[src/logic/rts_consts.svh]
// Constants for the reset and time-out sequencer: offsets, bit positions,
// reset values and timing counts. Assumes a 250 MHz hclk.
`ifndef RTS_CONSTS_SVH
`define RTS_CONSTS_SVH

`define RTS_CLK_NS        4
`define RTS_POWERUP_TIMER_CYCLES   2048
`define RTS_OST_CYCLES    1024
`define RTS_PLL_NS        2000000
`define RTS_PLL_CYCLES    ((`RTS_PLL_NS + `RTS_CLK_NS - 1) / `RTS_CLK_NS)
`define RTS_CNT_W         24
`define RTS_PC_W          21
`define RTS_PC_STEP       21'h0_0002
`define RTS_PC_ZERO       21'h0_0000

`define RTS_ADDR_STATUS   8'h00
`define RTS_ADDR_SEQ      8'h04
`define RTS_ADDR_KEEP     8'h08

`define RTS_B_BOR         0
`define RTS_B_POR         1
`define RTS_B_PD          2
`define RTS_B_TO          3
`define RTS_B_RI          4
`define RTS_B_SBE         6
`define RTS_B_OVF         8
`define RTS_B_UNF         9

`define RTS_BOR_OFF       2'h0
`define RTS_BOR_SOFT      2'h1
`define RTS_BOR_NOSLEEP   2'h2
`define RTS_BOR_ON        2'h3

`endif

[src/logic/rts_pkg.sv]
// Types for the reset and time-out sequencer.
// Assumes rts_consts.svh is on the include path.
`include "rts_consts.svh"

package rts_pkg;

  typedef enum logic [5:0] {
    ST_HOLD = 6'h01,
    ST_POWERUP_TIMER = 6'h02,
    ST_OST  = 6'h04,
    ST_PLL  = 6'h08,
    ST_WAIT = 6'h10,
    ST_RUN  = 6'h20
  } rts_state_e;

  typedef enum logic [2:0] {
    OSC_LOW_POWER_CRYSTAL = 3'h0,
    OSC_MID_CRYSTAL       = 3'h1,
    OSC_FAST_CRYSTAL      = 3'h2,
    OSC_FAST_CRYSTAL_X4   = 3'h3,
    OSC_EXTERNAL_CLOCK_IN = 3'h4,
    OSC_RESISTOR_CAP      = 3'h5,
    OSC_INTERNAL          = 3'h6
  } rts_osc_e;

  typedef enum logic [1:0] {
    PM_FULL  = 2'h0,
    PM_RUN   = 2'h1,
    PM_IDLE  = 2'h2,
    PM_SLEEP = 2'h3
  } rts_pm_e;

  typedef struct packed {
    logic [1:0] brownout_mode_select;
    logic       powerup_timer_disable;
    rts_osc_e   osc_mode;
    logic       stack_error_reset_enable;
  } rts_cfg_s;

  typedef struct packed {
    logic reset_instr;
    logic wdt_timeout;
    logic stack_full;
    logic stack_underflow;
    logic wake_irq;
  } rts_evt_s;

  typedef struct packed {
    logic sbe;
    logic ri;
    logic to;
    logic pd;
    logic por;
    logic bor;
    logic ovf;
    logic unf;
  } rts_flags_s;

  typedef struct packed {
    rts_state_e             st;
    logic [`RTS_CNT_W-1:0]  cnt;
    rts_flags_s             fl;
    logic [`RTS_PC_W-1:0]   pc;
    logic                   pc_load;
    logic                   hold;
    logic                   wake;
    logic                   bor_on;
    logic                   ph_act;
    logic                   ph_wr;
    logic [7:0]             ph_addr;
    logic [31:0]            rdata;
  } rts_regs_s;

endpackage : rts_pkg

[src/logic/rts_sequencer.sv]
// Reset and time-out sequencer with an AHB-Lite register slave.
// Assumes detector, oscillator tick and core event inputs are synchronous
// to hclk, and that hresetn is asserted once at power-up.
//
// How it works
// - Mode 10: protection on except in Sleep
// - Mode 00: protection off, soft enable unavailable
// - Mode 01: soft enable alone decides protection
// - Mode 11: protection always on
// - Power-up timer counts 2048 slow oscillator ticks
// - Power-up delay only when disable bit zero
// - Oscillator timer counts 1024 ticks after power-up
// - Oscillator delay crystal modes, power-on or wake
// - PLL mode adds lock delay after oscillator
// - Power-on pulse ends, then delays in order
// - Non-crystal modes: power-up delay only
// - Delays ignore clear pin; release on pin high
// - Unaffected word survives resets; others reload
// - Watchdog wake keeps registers, resumes execution
// - Power-on and brown-out flag and PC values
// - Watchdog in run: reset, clear timeout flag
// - Watchdog in Idle/Sleep: resume PC+2, clear two
// - Clear pin reset flags depend on mode
// - Underflow always sets its flag; overflow flags and resets only if enabled
// - Interrupt wake: resume PC+2, clear powerdown flag
// - Soft enable reset value by reset type
// - Brown-out restarts power-up delay from zero
//
// Chosen here: the AHB-Lite interface to the registers and the placing of the registers.
`timescale 1ns/100ps

module rts_sequencer
  import rts_pkg::*;
#(
  parameter int POWERUP_TIMER_CYC     = `RTS_POWERUP_TIMER_CYCLES,
  parameter int OST_CYC      = `RTS_OST_CYCLES,
  parameter int PLL_LOCK_CYC = `RTS_PLL_CYCLES
)(
  input  wire logic                 hclk,
  input  wire logic                 hresetn,
  input  wire logic                 hsel,
  input  wire logic [31:0]          haddr,
  input  wire logic [1:0]           htrans,
  input  wire logic                 hwrite,
  input  wire logic [2:0]           hsize,
  input  wire logic [31:0]          hwdata,
  input  wire logic                 hready,
  output logic                      hreadyout,
  output logic                      hresp,
  output logic [31:0]               hrdata,
  input  wire logic                 por_pulse,
  input  wire logic                 brownout_detect,
  input  wire logic                 master_clear_pin_n,
  input  wire logic                 low_freq_osc_tick,
  input  wire logic                 osc_tick,
  input  wire logic                 osc_stopped,
  input  wire rts_pm_e              pm_mode,
  input  wire rts_cfg_s             cfg,
  input  wire rts_evt_s             evt,
  input  wire logic [`RTS_PC_W-1:0] cur_pc,
  output logic                      core_hold,
  output logic                      pc_load,
  output logic [`RTS_PC_W-1:0]      pc_value,
  output logic                      brownout_enabled,
  output rts_flags_s                status_flags
);

  // ------------------------------------------------------------
  // Helpers
  // ------------------------------------------------------------
  function automatic logic is_crystal(input rts_osc_e m);
    is_crystal = (m == OSC_LOW_POWER_CRYSTAL) || (m == OSC_MID_CRYSTAL) ||
                 (m == OSC_FAST_CRYSTAL) || (m == OSC_FAST_CRYSTAL_X4);
  endfunction : is_crystal

  function automatic logic soft_mode(input logic [1:0] sel);
    soft_mode = (sel == `RTS_BOR_SOFT);
  endfunction : soft_mode

  localparam logic [10:0]            POWERUP_TIMER_LAST = 11'(POWERUP_TIMER_CYC - 1);
  localparam logic [`RTS_CNT_W-1:0]  OST_LAST  = `RTS_CNT_W'(OST_CYC - 1);
  localparam logic [`RTS_CNT_W-1:0]  PLL_LAST  = `RTS_CNT_W'(PLL_LOCK_CYC - 1);
  localparam logic [`RTS_CNT_W-1:0]  CNT_ZERO  = `RTS_CNT_W'(0);
  localparam logic [`RTS_CNT_W-1:0]  CNT_ONE   = `RTS_CNT_W'(1);

  rts_regs_s   r;
  rts_regs_s   n;
  logic [31:0] keep_r;
  logic        wr_status;
  logic        bor_trip;
  logic        sleeping;
  logic        do_reset;
  logic        do_wake;

  // ------------------------------------------------------------
  // Next state
  // ------------------------------------------------------------
  always_comb
  begin
    n          = r;
    n.pc_load  = 1'b0;
    do_reset   = 1'b0;
    do_wake    = 1'b0;
    sleeping   = (pm_mode == PM_IDLE) || (pm_mode == PM_SLEEP);
    wr_status  = r.ph_act && r.ph_wr && (r.ph_addr == `RTS_ADDR_STATUS);

    // Software writes first, so hardware events below win a tie
    if (wr_status)
    begin
      n.fl.sbe = hwdata[`RTS_B_SBE] & soft_mode(cfg.brownout_mode_select);
      n.fl.ri  = hwdata[`RTS_B_RI];
      n.fl.por = hwdata[`RTS_B_POR];
      n.fl.bor = hwdata[`RTS_B_BOR];
      n.fl.ovf = hwdata[`RTS_B_OVF];
      n.fl.unf = hwdata[`RTS_B_UNF];
    end

    // Brown-out protection enable, by configuration mode
    case (cfg.brownout_mode_select)
      `RTS_BOR_OFF:     n.bor_on = 1'b0;
      `RTS_BOR_SOFT:    n.bor_on = r.fl.sbe;
      `RTS_BOR_NOSLEEP: n.bor_on = (pm_mode != PM_SLEEP);
      `RTS_BOR_ON:      n.bor_on = 1'b1;
      default:          n.bor_on = 1'b0;
    endcase
    bor_trip = r.bor_on && brownout_detect;

    // Sequencer
    case (r.st)
      ST_HOLD:
      begin
        n.cnt = CNT_ZERO;
        if (!por_pulse && !bor_trip)
        begin
          if (!cfg.powerup_timer_disable)
            n.st = ST_POWERUP_TIMER;
          else if (is_crystal(cfg.osc_mode))
            n.st = ST_OST;
          else
            n.st = ST_WAIT;
        end
      end
      ST_POWERUP_TIMER:
      begin
        if (low_freq_osc_tick)
        begin
          n.cnt = r.cnt + CNT_ONE;
          if (r.cnt[10:0] == POWERUP_TIMER_LAST)
          begin
            n.cnt = CNT_ZERO;
            n.st  = is_crystal(cfg.osc_mode) ? ST_OST : ST_WAIT;
          end
        end
      end
      ST_OST:
      begin
        if (osc_tick)
        begin
          n.cnt = r.cnt + CNT_ONE;
          if (r.cnt == OST_LAST)
          begin
            n.cnt = CNT_ZERO;
            n.st  = (cfg.osc_mode == OSC_FAST_CRYSTAL_X4) ? ST_PLL : ST_WAIT;
          end
        end
      end
      ST_PLL:
      begin
        n.cnt = r.cnt + CNT_ONE;
        if (r.cnt == PLL_LAST)
        begin
          n.cnt = CNT_ZERO;
          n.st  = ST_WAIT;
        end
      end
      ST_WAIT:
      begin
        // Pin only gates release, never the delays themselves
        if (r.wake || master_clear_pin_n)
        begin
          n.st      = ST_RUN;
          n.pc_load = 1'b1;
          n.wake    = 1'b0;
        end
      end
      ST_RUN:
      begin
        // Priority: pin, stack, reset instruction, watchdog, interrupt
        if (!master_clear_pin_n)
        begin
          do_reset = 1'b1;
          if (sleeping)
          begin
            n.fl.to = 1'b1;
            n.fl.pd = 1'b0;
          end
          else if (pm_mode == PM_RUN)
            n.fl.to = 1'b1;
        end
        else if (evt.stack_full && cfg.stack_error_reset_enable)
        begin
          n.fl.ovf = 1'b1;
          do_reset = 1'b1;
        end
        else if (evt.stack_underflow)
        begin
          n.fl.unf = 1'b1;
          do_reset = cfg.stack_error_reset_enable;
        end
        else if (evt.reset_instr)
        begin
          n.fl.ri  = 1'b0;
          do_reset = 1'b1;
        end
        else if (evt.wdt_timeout)
        begin
          n.fl.to = 1'b0;
          if (sleeping)
          begin
            n.fl.pd = 1'b0;
            do_wake = 1'b1;
          end
          else
            do_reset = 1'b1;
        end
        else if (evt.wake_irq && sleeping)
        begin
          n.fl.pd = 1'b0;
          do_wake = 1'b1;
        end
        if (do_reset)
        begin
          n.st     = ST_WAIT;
          n.wake   = 1'b0;
          n.pc     = `RTS_PC_ZERO;
          n.fl.sbe = r.fl.sbe & soft_mode(cfg.brownout_mode_select);
        end
        else if (do_wake)
        begin
          n.pc   = cur_pc + `RTS_PC_STEP;
          n.wake = 1'b1;
          // A stopped crystal must restart before the core runs
          if (osc_stopped && is_crystal(cfg.osc_mode))
          begin
            n.st  = ST_OST;
            n.cnt = CNT_ZERO;
          end
          else
            n.pc_load = 1'b1;
        end
      end
      default:
        n.st = ST_HOLD;
    endcase

    // Brown-out overrides the sequence and restarts every delay
    if (bor_trip)
    begin
      n.st     = ST_HOLD;
      n.cnt    = CNT_ZERO;
      n.wake   = 1'b0;
      n.pc     = `RTS_PC_ZERO;
      n.fl.ri  = 1'b1;
      n.fl.to  = 1'b1;
      n.fl.pd  = 1'b1;
      n.fl.bor = 1'b0;
      n.fl.sbe = r.fl.sbe & soft_mode(cfg.brownout_mode_select);
      n.pc_load = 1'b0;
    end
    if (por_pulse)
    begin
      n.st      = ST_HOLD;
      n.cnt     = CNT_ZERO;
      n.wake    = 1'b0;
      n.pc      = `RTS_PC_ZERO;
      n.fl      = '{sbe: 1'b1, ri: 1'b1, to: 1'b1, pd: 1'b1,
                    por: 1'b0, bor: 1'b0, ovf: 1'b0, unf: 1'b0};
      n.pc_load = 1'b0;
    end

    n.hold = (n.st != ST_RUN);

    // Bus address phase; reads answer from a flop in the data phase
    n.ph_act  = hsel && htrans[1] && hready;
    n.ph_wr   = hwrite;
    n.ph_addr = haddr[7:0];
    n.rdata   = 32'h0000_0000;
    if (n.ph_act && !hwrite)
    begin
      case (haddr[7:0])
        `RTS_ADDR_STATUS:
          n.rdata = {22'h00_0000, r.fl.unf, r.fl.ovf, 1'b0,
                     r.fl.sbe & soft_mode(cfg.brownout_mode_select), 1'b0,
                     r.fl.ri, r.fl.to, r.fl.pd, r.fl.por, r.fl.bor};
        `RTS_ADDR_SEQ:
          n.rdata = {23'h00_0000, r.bor_on, r.hold, r.wake, r.st};
        `RTS_ADDR_KEEP:
          n.rdata = keep_r;
        default:
          n.rdata = 32'h0000_0000;
      endcase
    end
  end

  // ------------------------------------------------------------
  // State registers
  // ------------------------------------------------------------
  always_ff @(posedge hclk or negedge hresetn)
  begin
    if (!hresetn)
    begin
      r         <= '0;
      r.st      <= ST_HOLD;
      r.hold    <= 1'b1;
      r.fl.sbe  <= 1'b1;
      r.fl.ri   <= 1'b1;
      r.fl.to   <= 1'b1;
      r.fl.pd   <= 1'b1;
    end
    else
      r <= n;
  end

  // Unaffected word: no reset, so unknown until first written
  always_ff @(posedge hclk)
  begin
    if (r.ph_act && r.ph_wr && (r.ph_addr == `RTS_ADDR_KEEP))
      keep_r <= hwdata;
  end

  // ------------------------------------------------------------
  // Outputs
  // ------------------------------------------------------------
  assign hreadyout        = 1'b1;
  assign hresp            = 1'b0;
  assign hrdata           = r.rdata;
  assign core_hold        = r.hold;
  assign pc_load          = r.pc_load;
  assign pc_value         = r.pc;
  assign brownout_enabled = r.bor_on;
  assign status_flags     = r.fl;

  // ------------------------------------------------------------
  // Checks
  // ------------------------------------------------------------
  AST_BOR_OFF: assert property (@(posedge hclk) disable iff (!hresetn)
    cfg.brownout_mode_select == `RTS_BOR_OFF |=> !brownout_enabled)
    else $error("protection on in mode 00");

  AST_BOR_SLEEP: assert property (@(posedge hclk) disable iff (!hresetn)
    cfg.brownout_mode_select == `RTS_BOR_NOSLEEP |=>
      brownout_enabled == ($past(pm_mode) != PM_SLEEP))
    else $error("mode 10 sleep gating wrong");

  AST_BOR_ON: assert property (@(posedge hclk) disable iff (!hresetn)
    cfg.brownout_mode_select == `RTS_BOR_ON |=> brownout_enabled)
    else $error("protection off in mode 11");

  AST_POR_FLAGS: assert property (@(posedge hclk) disable iff (!hresetn)
    por_pulse |=> core_hold && !status_flags.por && status_flags.ri &&
      status_flags.to && status_flags.pd && pc_value == `RTS_PC_ZERO)
    else $error("power-on flags wrong");

  AST_HOLD: assert property (@(posedge hclk) disable iff (!hresetn)
    (r.st == ST_POWERUP_TIMER) |-> core_hold [*2])
    else $error("core released during delay");

  AST_POWERUP_TIMER_END: assert property (@(posedge hclk) disable iff (!hresetn)
    (r.st == ST_POWERUP_TIMER && low_freq_osc_tick && r.cnt[10:0] == POWERUP_TIMER_LAST &&
     !por_pulse && !bor_trip) |=> (r.st != ST_POWERUP_TIMER) && (r.cnt == CNT_ZERO))
    else $error("power-up timer end wrong");

  AST_WDT_RUN: assert property (@(posedge hclk) disable iff (!hresetn)
    (r.st == ST_RUN && master_clear_pin_n && !evt.stack_full &&
     !evt.stack_underflow && !evt.reset_instr && evt.wdt_timeout &&
     (pm_mode == PM_FULL || pm_mode == PM_RUN) && !por_pulse && !bor_trip)
      |=> !status_flags.to && core_hold && pc_value == `RTS_PC_ZERO)
    else $error("watchdog reset wrong");

  AST_WDT_WAKE: assert property (@(posedge hclk) disable iff (!hresetn)
    (r.st == ST_RUN && master_clear_pin_n && !evt.stack_full &&
     !evt.stack_underflow && !evt.reset_instr && evt.wdt_timeout &&
     sleeping && !(osc_stopped && is_crystal(cfg.osc_mode)) && !por_pulse && !bor_trip)
      |=> !status_flags.to && !status_flags.pd && pc_load && !core_hold &&
          pc_value == $past(cur_pc) + `RTS_PC_STEP)
    else $error("watchdog wake wrong");

  AST_RI: assert property (@(posedge hclk) disable iff (!hresetn)
    (r.st == ST_RUN && master_clear_pin_n && !evt.stack_full &&
     !evt.stack_underflow && evt.reset_instr && !por_pulse && !bor_trip)
      |=> !status_flags.ri && core_hold)
    else $error("reset instruction flag wrong");

  AST_BOR_TRIP: assert property (@(posedge hclk) disable iff (!hresetn)
    (bor_trip && !por_pulse) |=> r.st == ST_HOLD && !status_flags.bor &&
      r.cnt == CNT_ZERO)
    else $error("brown-out did not restart delays");

endmodule : rts_sequencer

[config.mk]
export PLATFORM = sky130hd
export DESIGN_NAME = rts_sequencer
export DESIGN_NICKNAME = d
export VERILOG_FILES = /design/src/logic/rts_pkg.sv /design/src/logic/rts_sequencer.sv
export VERILOG_INCLUDE_DIRS = /design/src /design/src/logic
export SDC_FILE = /design/constraint.sdc
export NUM_CORES = 1
export LEC_CHECK = 0
export ABC_CLOCK_PERIOD_IN_PS = 6260
export BUFFER_PORTS_ARGS = -buffer_cell sky130_fd_sc_hd__buf_2
export CORE_AREA = 2 2 113 115
export CTS_BUF_LIST = sky130_fd_sc_hd__clkbuf_4
export CTS_CLUSTER_SIZE = 24
export DETAILED_ROUTE_END_ITERATION = 10
export DIE_AREA = 0 0 115 117
export HOLD_SLACK_MARGIN = 0.08
export PLACE_DENSITY = 0.91
export SLEW_MARGIN = 20
export SYNTH_ARGS = -nofsm -noshare
export SYNTH_HDL_FRONTEND = slang
export SYNTH_SLANG_ARGS = --single-unit
[constraint.sdc]
create_clock -name hclk -period 6.26 [get_ports hclk]
set_input_delay 1.252 -clock hclk [delete_from_list [all_inputs] [get_ports hclk]]
set_output_delay 1.252 -clock hclk [all_outputs]
set_load 0.05 [all_outputs]
# Word level (Yosys, flattened, before mapping)
# Index checks and enable logic that the tools add are counted.
op_classes:
  addsub: 2
  n_eq_ne: 35
  mux: 71
  bitwise: 2
  reduce_logical: 35
ops:
  columns: ["cell", "n"]
  rows:
  - ["$mux 30", 7]
  - ["$pmux 24 s5", 1]
  - ["$pmux 32 s3", 1]
  - ["$mux 60", 1]
  - ["$mux 22", 2]
  - ["$mux 1", 36]
  - ["$pmux 6 s6", 1]
  - ["$mux 34", 1]
  - ["$mux 32", 1]
  - ["$ne 4x4->1 const B", 7]
  - ["$add 24x1->24 const B", 1]
  - ["$eq 24x10->1 const B", 1]
  - ["$eq 24x19->1 const B", 1]
  - ["$mux 24", 1]
  - ["$mux 6", 4]
  - ["$mux 23", 1]
  - ["$add 21x2->21 const B", 1]
  - ["$mux 21", 1]
  - ["$eq 8x4->1 const B", 2]
  - ["$logic_not 8->1", 2]
  - ["$reduce_and 6->1", 2]
  - ["$eq 11x11->1 const B", 1]
  - ["$logic_and 1x1->1", 11]
  - ["$mux 5", 2]
  - ["35 further kinds", 56]
word_totals:
  regBits: 137
  inputBits: 115
  out_inout_bits: 66
  wordCells: 165

# Depth between registers and ports, before layout
logic_depth:
  depth_word: 16
  mapped_depth: 10
  mapped_depth_nobuf: 7

# Least setup slack after synthesis
# No wires, ideal clock.
synth_timing:
  kind: "flip-flop to flip-flop"
  start: "reg r[37] in the netlist's numbering"
  end: "reg keep_r[0], enable pin"
  setup_ps: 502
  arrival_time_ps: 3816
  required_ps: 5758
  path_slack_ps: 1942
  stages_incl_launch_ff: 4
  n_path_buf: 0
  synth_period_minus_slack_ps: 4318
  path_cell_list: "dfrtp_1 nor4_1 nand2_1 nor4_1"
synth_between:
  elab_chain_len: 2
synth_rtl:
  columns: ["item", "line_no", "source"]
  rows:
  - ["start, declared", "rts_sequencer.sv:86", "rts_regs_s r;"]
  - ["start signal, assigned", "rts_sequencer.sv:321", "r <= n;"]
  - ["$eq 8x4->1 (no line)", null, null]
  - ["$logic_and 1x1->1", "rts_sequencer.sv:327", "if (r.ph_act && r.ph_wr && (r.ph_addr == `RTS_ADDR_KEEP))"]
  - ["end signal, assigned", "rts_sequencer.sv:328", "keep_r <= hwdata;"]
  - ["end, declared", "rts_sequencer.sv:88", "logic [31:0] keep_r;"]
# No other way between the ends.
# A chain may end at the register's enable or synchronous reset.

# Final worst setup path
layout_timing:
  start: "reg r[89] in the netlist's numbering"
  end: "reg r[96] in the netlist's numbering"
layout_between:
  elab_chain_len: 6
  elab_cells_between_ends: 11
  cone_classes: "add/sub: 1; eq/ne: 2; mux: 8"
layout_rtl:
  columns: ["item", "line_no", "source"]
  rows:
  - ["$add 24x1->24 / $eq 24x10->1 (equally long branches)", null, null]
  - ["$mux 30, on equally long branches", "rts_sequencer.sv:160, rts_sequencer.sv:148", null]
  - ["$mux 30, on equally long branches", "rts_sequencer.sv:157, rts_sequencer.sv:145", null]
  - ["$pmux 24 s5 (*)", "rts_sequencer.sv:129", "case (r.st)"]
  - ["$mux 34 (*)", "rts_sequencer.sv:257", "if (bor_trip)"]
  - ["$mux 60 (*)", "rts_sequencer.sv:270", "if (por_pulse)"]
# Every way passes the cells marked *; elsewhere a longest branch is shown, timed or not. The select of a mux whose other input is x is not followed.

==> impl_metrics.sql <==
INSERT INTO impl_metrics (metric_group, metric, value, unit) VALUES
('setup_path', 'crit_fanout', '24', ''),
('setup_path', 'crit_type', 'flop to flop', ''),
('global_routing', 'grt_use_total', '22.6', '%'),
('die', 'core', '12300', 'um2'),
('layout', 'area_growth', '10.3', '%'),
('global_routing', 'grt_start_max_net_pins', '57', ''),
('setup_path', 'crit_chain', 'nor4_1, nand3_1, o41a_1, o31ai_4, o21ai_1, a22o_1', ''),
('setup_path', 'critical_path.reg2reg.startpoint', 'r[89]', ''),
('drt', 'detailedRoute.firstPassIterationCount', '5', ''),
('clock_network', 'clockRootBuffer', 'sky130_fd_sc_hd__clkbuf_4', ''),
('synth', 'synth_top_area_share', '37.3', '%'),
('synth', 'synth_fp_nets', '743', ''),
('setup_path', 'worstRegToRegCells', '6', ''),
('synth', 'leading_post_synthesis_cells_by_cell_area', 'sky130_fd_sc_hd__dfrtp_1 (37%), sky130_fd_sc_hd__edfxtp_1 (14%), sky130_fd_sc_hd__buf_4 (7.2%)', ''),
('synth', 'post_synth.cell_area_avg', '10.6', 'um2'),
('clock_network', 'cts.path.max_buffers', '2', ''),
('setup_path', 'cp-start-kind', 'flop', ''),
('clock_network', 'worst_setup_hold_path_clk_slew', '0.14', 'ns'),
('place', 'gpl.final_weighted_congestion', '0.930', ''),
('setup_path', 'worst_setup_path_end_kind', 'flop', ''),
('setup_path', 'timing.rr.end', 'r[96]', ''),
('sta', 'setup-violations-final', '0', ''),
('place', 'dpl.hpwl', '10600', 'um'),
('clock_network', 'clock_sinks', '137', ''),
('die', 'floorplan.initialDensity', '54.0', '%'),
('clock_network', 'cts_inserted_buffers', '17', ''),
('clock_network', 'tritoncts', 'built', ''),
('drt', 'antenna_violating_nets_post_route', '0', ''),
('layout', 'layout.nets', '826', ''),
('sta', 'period_share', '46.9', '%'),
('synth', 'mappedNetlistArea', '6650', 'um2'),
('synth', 'async_reset_ff_share', '76.6', '%'),
('clock_network', 'cts_repair_resizes', '0', ''),
('place', 'port_buffers', '150', ''),
('flow_run', 'maxCapViolCount', '0', ''),
('setup_path', 'worst-endpoint-required', '6.71', 'ns'),
('synth', 'ys.warnings.count', '0', ''),
('min_path', 'holdPathEnd', 'hrdata[19]', ''),
('synth', 'yosys.cell_count.top_type', 'sky130_fd_sc_hd__dfrtp_1', ''),
('drt', 'drcViolationCount', '0', ''),
('clock_network', 'cts_hold_repair.buffers', '0', ''),
('setup_path', 'crit_path_max_incr_delay', '0.85', 'ns'),
('place', 'place.detailed.instances', '840', ''),
('global_routing', 'first_global_vias', '4836', ''),
('power_and_ir_drop', 'power.static_leakage', '0.00337', 'uW'),
('setup_path', 'cpMaxStageDelayCell', 'sky130_fd_sc_hd__o31ai_4', ''),
('drt', 'routed-via-count', '5023', ''),
('synth', 'synth_top_cells_by_count', 'sky130_fd_sc_hd__dfrtp_1 (99), sky130_fd_sc_hd__buf_4 (64), sky130_fd_sc_hd__nor2_1 (47)', ''),
('drt', 'totalWireLength', '15200', 'um'),
('clock_network', 'post_cts_buffers', '0', ''),
('sta', 'worst-slew-pin-transition', '1.06', 'ns'),
('setup_path', 'worst-r2r-setup-slack', '3.32', 'ns'),
('synth', 'synth-seq-cells', '137', ''),
('setup_path', 'crit_buf_inv', '0', ''),
('synth', 'synth-edff-count', '32', ''),
('synth', 'most_common_flop_cell_mapped_by_yosys', 'sky130_fd_sc_hd__dfrtp_1', ''),
('sta', 'drv_slew', '0', ''),
('sta', 'finalHoldViolCount', '0', ''),
('power_and_ir_drop', 'vdd_drop_max', '101', 'uV'),
('sta', 'fmax', '341', 'MHz'),
('sta', 'timing.max_slew.rel_slack', '28.5', '%'),
('drt', 'vias_per_cell', '5.74', ''),
('global_routing', 'global_route_wire_length_before_repair', '23400', 'um'),
('place', 'placedInstanceArea', '7010', 'um2'),
('sta', 'finalSetupTns', '0', 'ns'),
('power_and_ir_drop', 'power_density_of_the_placed_cells', '227', 'nW/um2'),
('drt', 'wirelength_per_cell', '17.4', 'um'),
('drt', 'drtIter0Drc', '569', ''),
('sta', 'clock-skew-final', '0.0184', 'ns'),
('synth', 'syn_inst', '626', ''),
('status', 'status', 'finished, final reports clean', '');
how the worst max path moves through the flow:
stage,start,to,slack (ns),cells after the start
finish,r[89],r[96],3.32,6
global route,r[89],r[96],3.13,6
CTS,r[89],r[96],3.36,6
detailed placement,haddr[1],hrdata[25],2.90,5
global placement,haddr[1],hrdata[29],2.96,5
floorplan,r[37],keep_r[0],1.94,3
placed cells by master (no fill, tap or decap), types with 6 or more instances in the layout:
| cell | instances |
|---|---|
| sky130_fd_sc_hd__nor2_1 | 47 |
| sky130_fd_sc_hd__and3_1 | 10 |
| sky130_fd_sc_hd__xnor2_1 | 14 |
| sky130_fd_sc_hd__dfrtp_1 | 99 |
| sky130_fd_sc_hd__nand3_1 | 29 |
| sky130_fd_sc_hd__a21oi_1 | 36 |
| sky130_fd_sc_hd__o21ai_0 | 8 |
| sky130_fd_sc_hd__or3_1 | 11 |
| sky130_fd_sc_hd__nand2_1 | 32 |
| sky130_fd_sc_hd__nand4_1 | 12 |
| sky130_fd_sc_hd__clkbuf_4 | 17 |
| sky130_fd_sc_hd__nor4_1 | 7 |
| sky130_fd_sc_hd__and2_1 | 27 |
| sky130_fd_sc_hd__a22o_1 | 27 |
| sky130_fd_sc_hd__nor3_1 | 16 |
| sky130_fd_sc_hd__edfxtp_1 | 32 |
| sky130_fd_sc_hd__inv_1 | 17 |
| sky130_fd_sc_hd__buf_2 | 149 |
| sky130_fd_sc_hd__dfstp_2 | 6 |
| sky130_fd_sc_hd__o21ai_1 | 20 |
| sky130_fd_sc_hd__xor2_1 | 6 |
| sky130_fd_sc_hd__mux2i_1 | 15 |
flip-flops by register name, summed over array words and instances, names as in the netlist:
| signal | flops |
|---|---|
| r | 41 |
| hrdata | 32 |
| keep_r | 32 |
| pc_value | 21 |
| status_flags | 8 |
| brownout_enabled | 1 |
| core_hold | 1 |
| pc_load | 1 |
kinds of logic after synthesis:
group / count (synthesis) / share of synthesized area [%]
adders and majority gates: 2 / 0.376
buffers and inverters: 106 / 10.0
xor gates and xnor gates: 20 / 2.63
other: 2 / 0.113
and+or+nand+nor: 220 / 17.8
AOI/OAI and AO/OA: 124 / 12.8
DFF: 137 / 54.1
muxes: 15 / 2.26
report_power, final:
| part | leakage [uW] | total (uW) | internal [uW] | switching, uW |
|---|---|---|---|---|
| registers | 0.00171 | 926 | 920 | 5.43 |
| clock network | 0.000163 | 618 | 253 | 364 |
| logic | 0.00150 | 123 | 43.5 | 79.9 |
final cells by class:
type                    count  area, um2
fillers                   970       4980
flip-flops and latches    137       3600
multi-input cells         383       2400
repair buffers            152        768
well taps                 150        188
clock inverters            15        180
clock buffers              17        128
inverters                  18       67.6
diodes                      3       7.51
routing by layer:
metal  part of all wire (%)  wire [um]  GRT usage [%]  vias to the layer above
met1                     40       6080           27.7                     2398
li1                       -          -              -                     2345
met5                      0          0              0                        -
met4                    2.9        439           11.6                        0
met2                     50       7590           36.5                      237
met3                    7.4       1120           6.75                       43
metrics by stage:
step                      hold slack, ns  util [%]  worst slack, ns  power (uW)
final                              0.463      59.6             3.32        1670
after CTS                          0.460      59.5             3.36        1670
after floorplan                    0.427         -             1.94        1000
after global placement             0.429      57.0             2.96        1060
after global routing               0.484      59.5             3.13        1730
after detailed placement           0.433      57.0             2.90        1060
(Power assumes the default switching activity.)
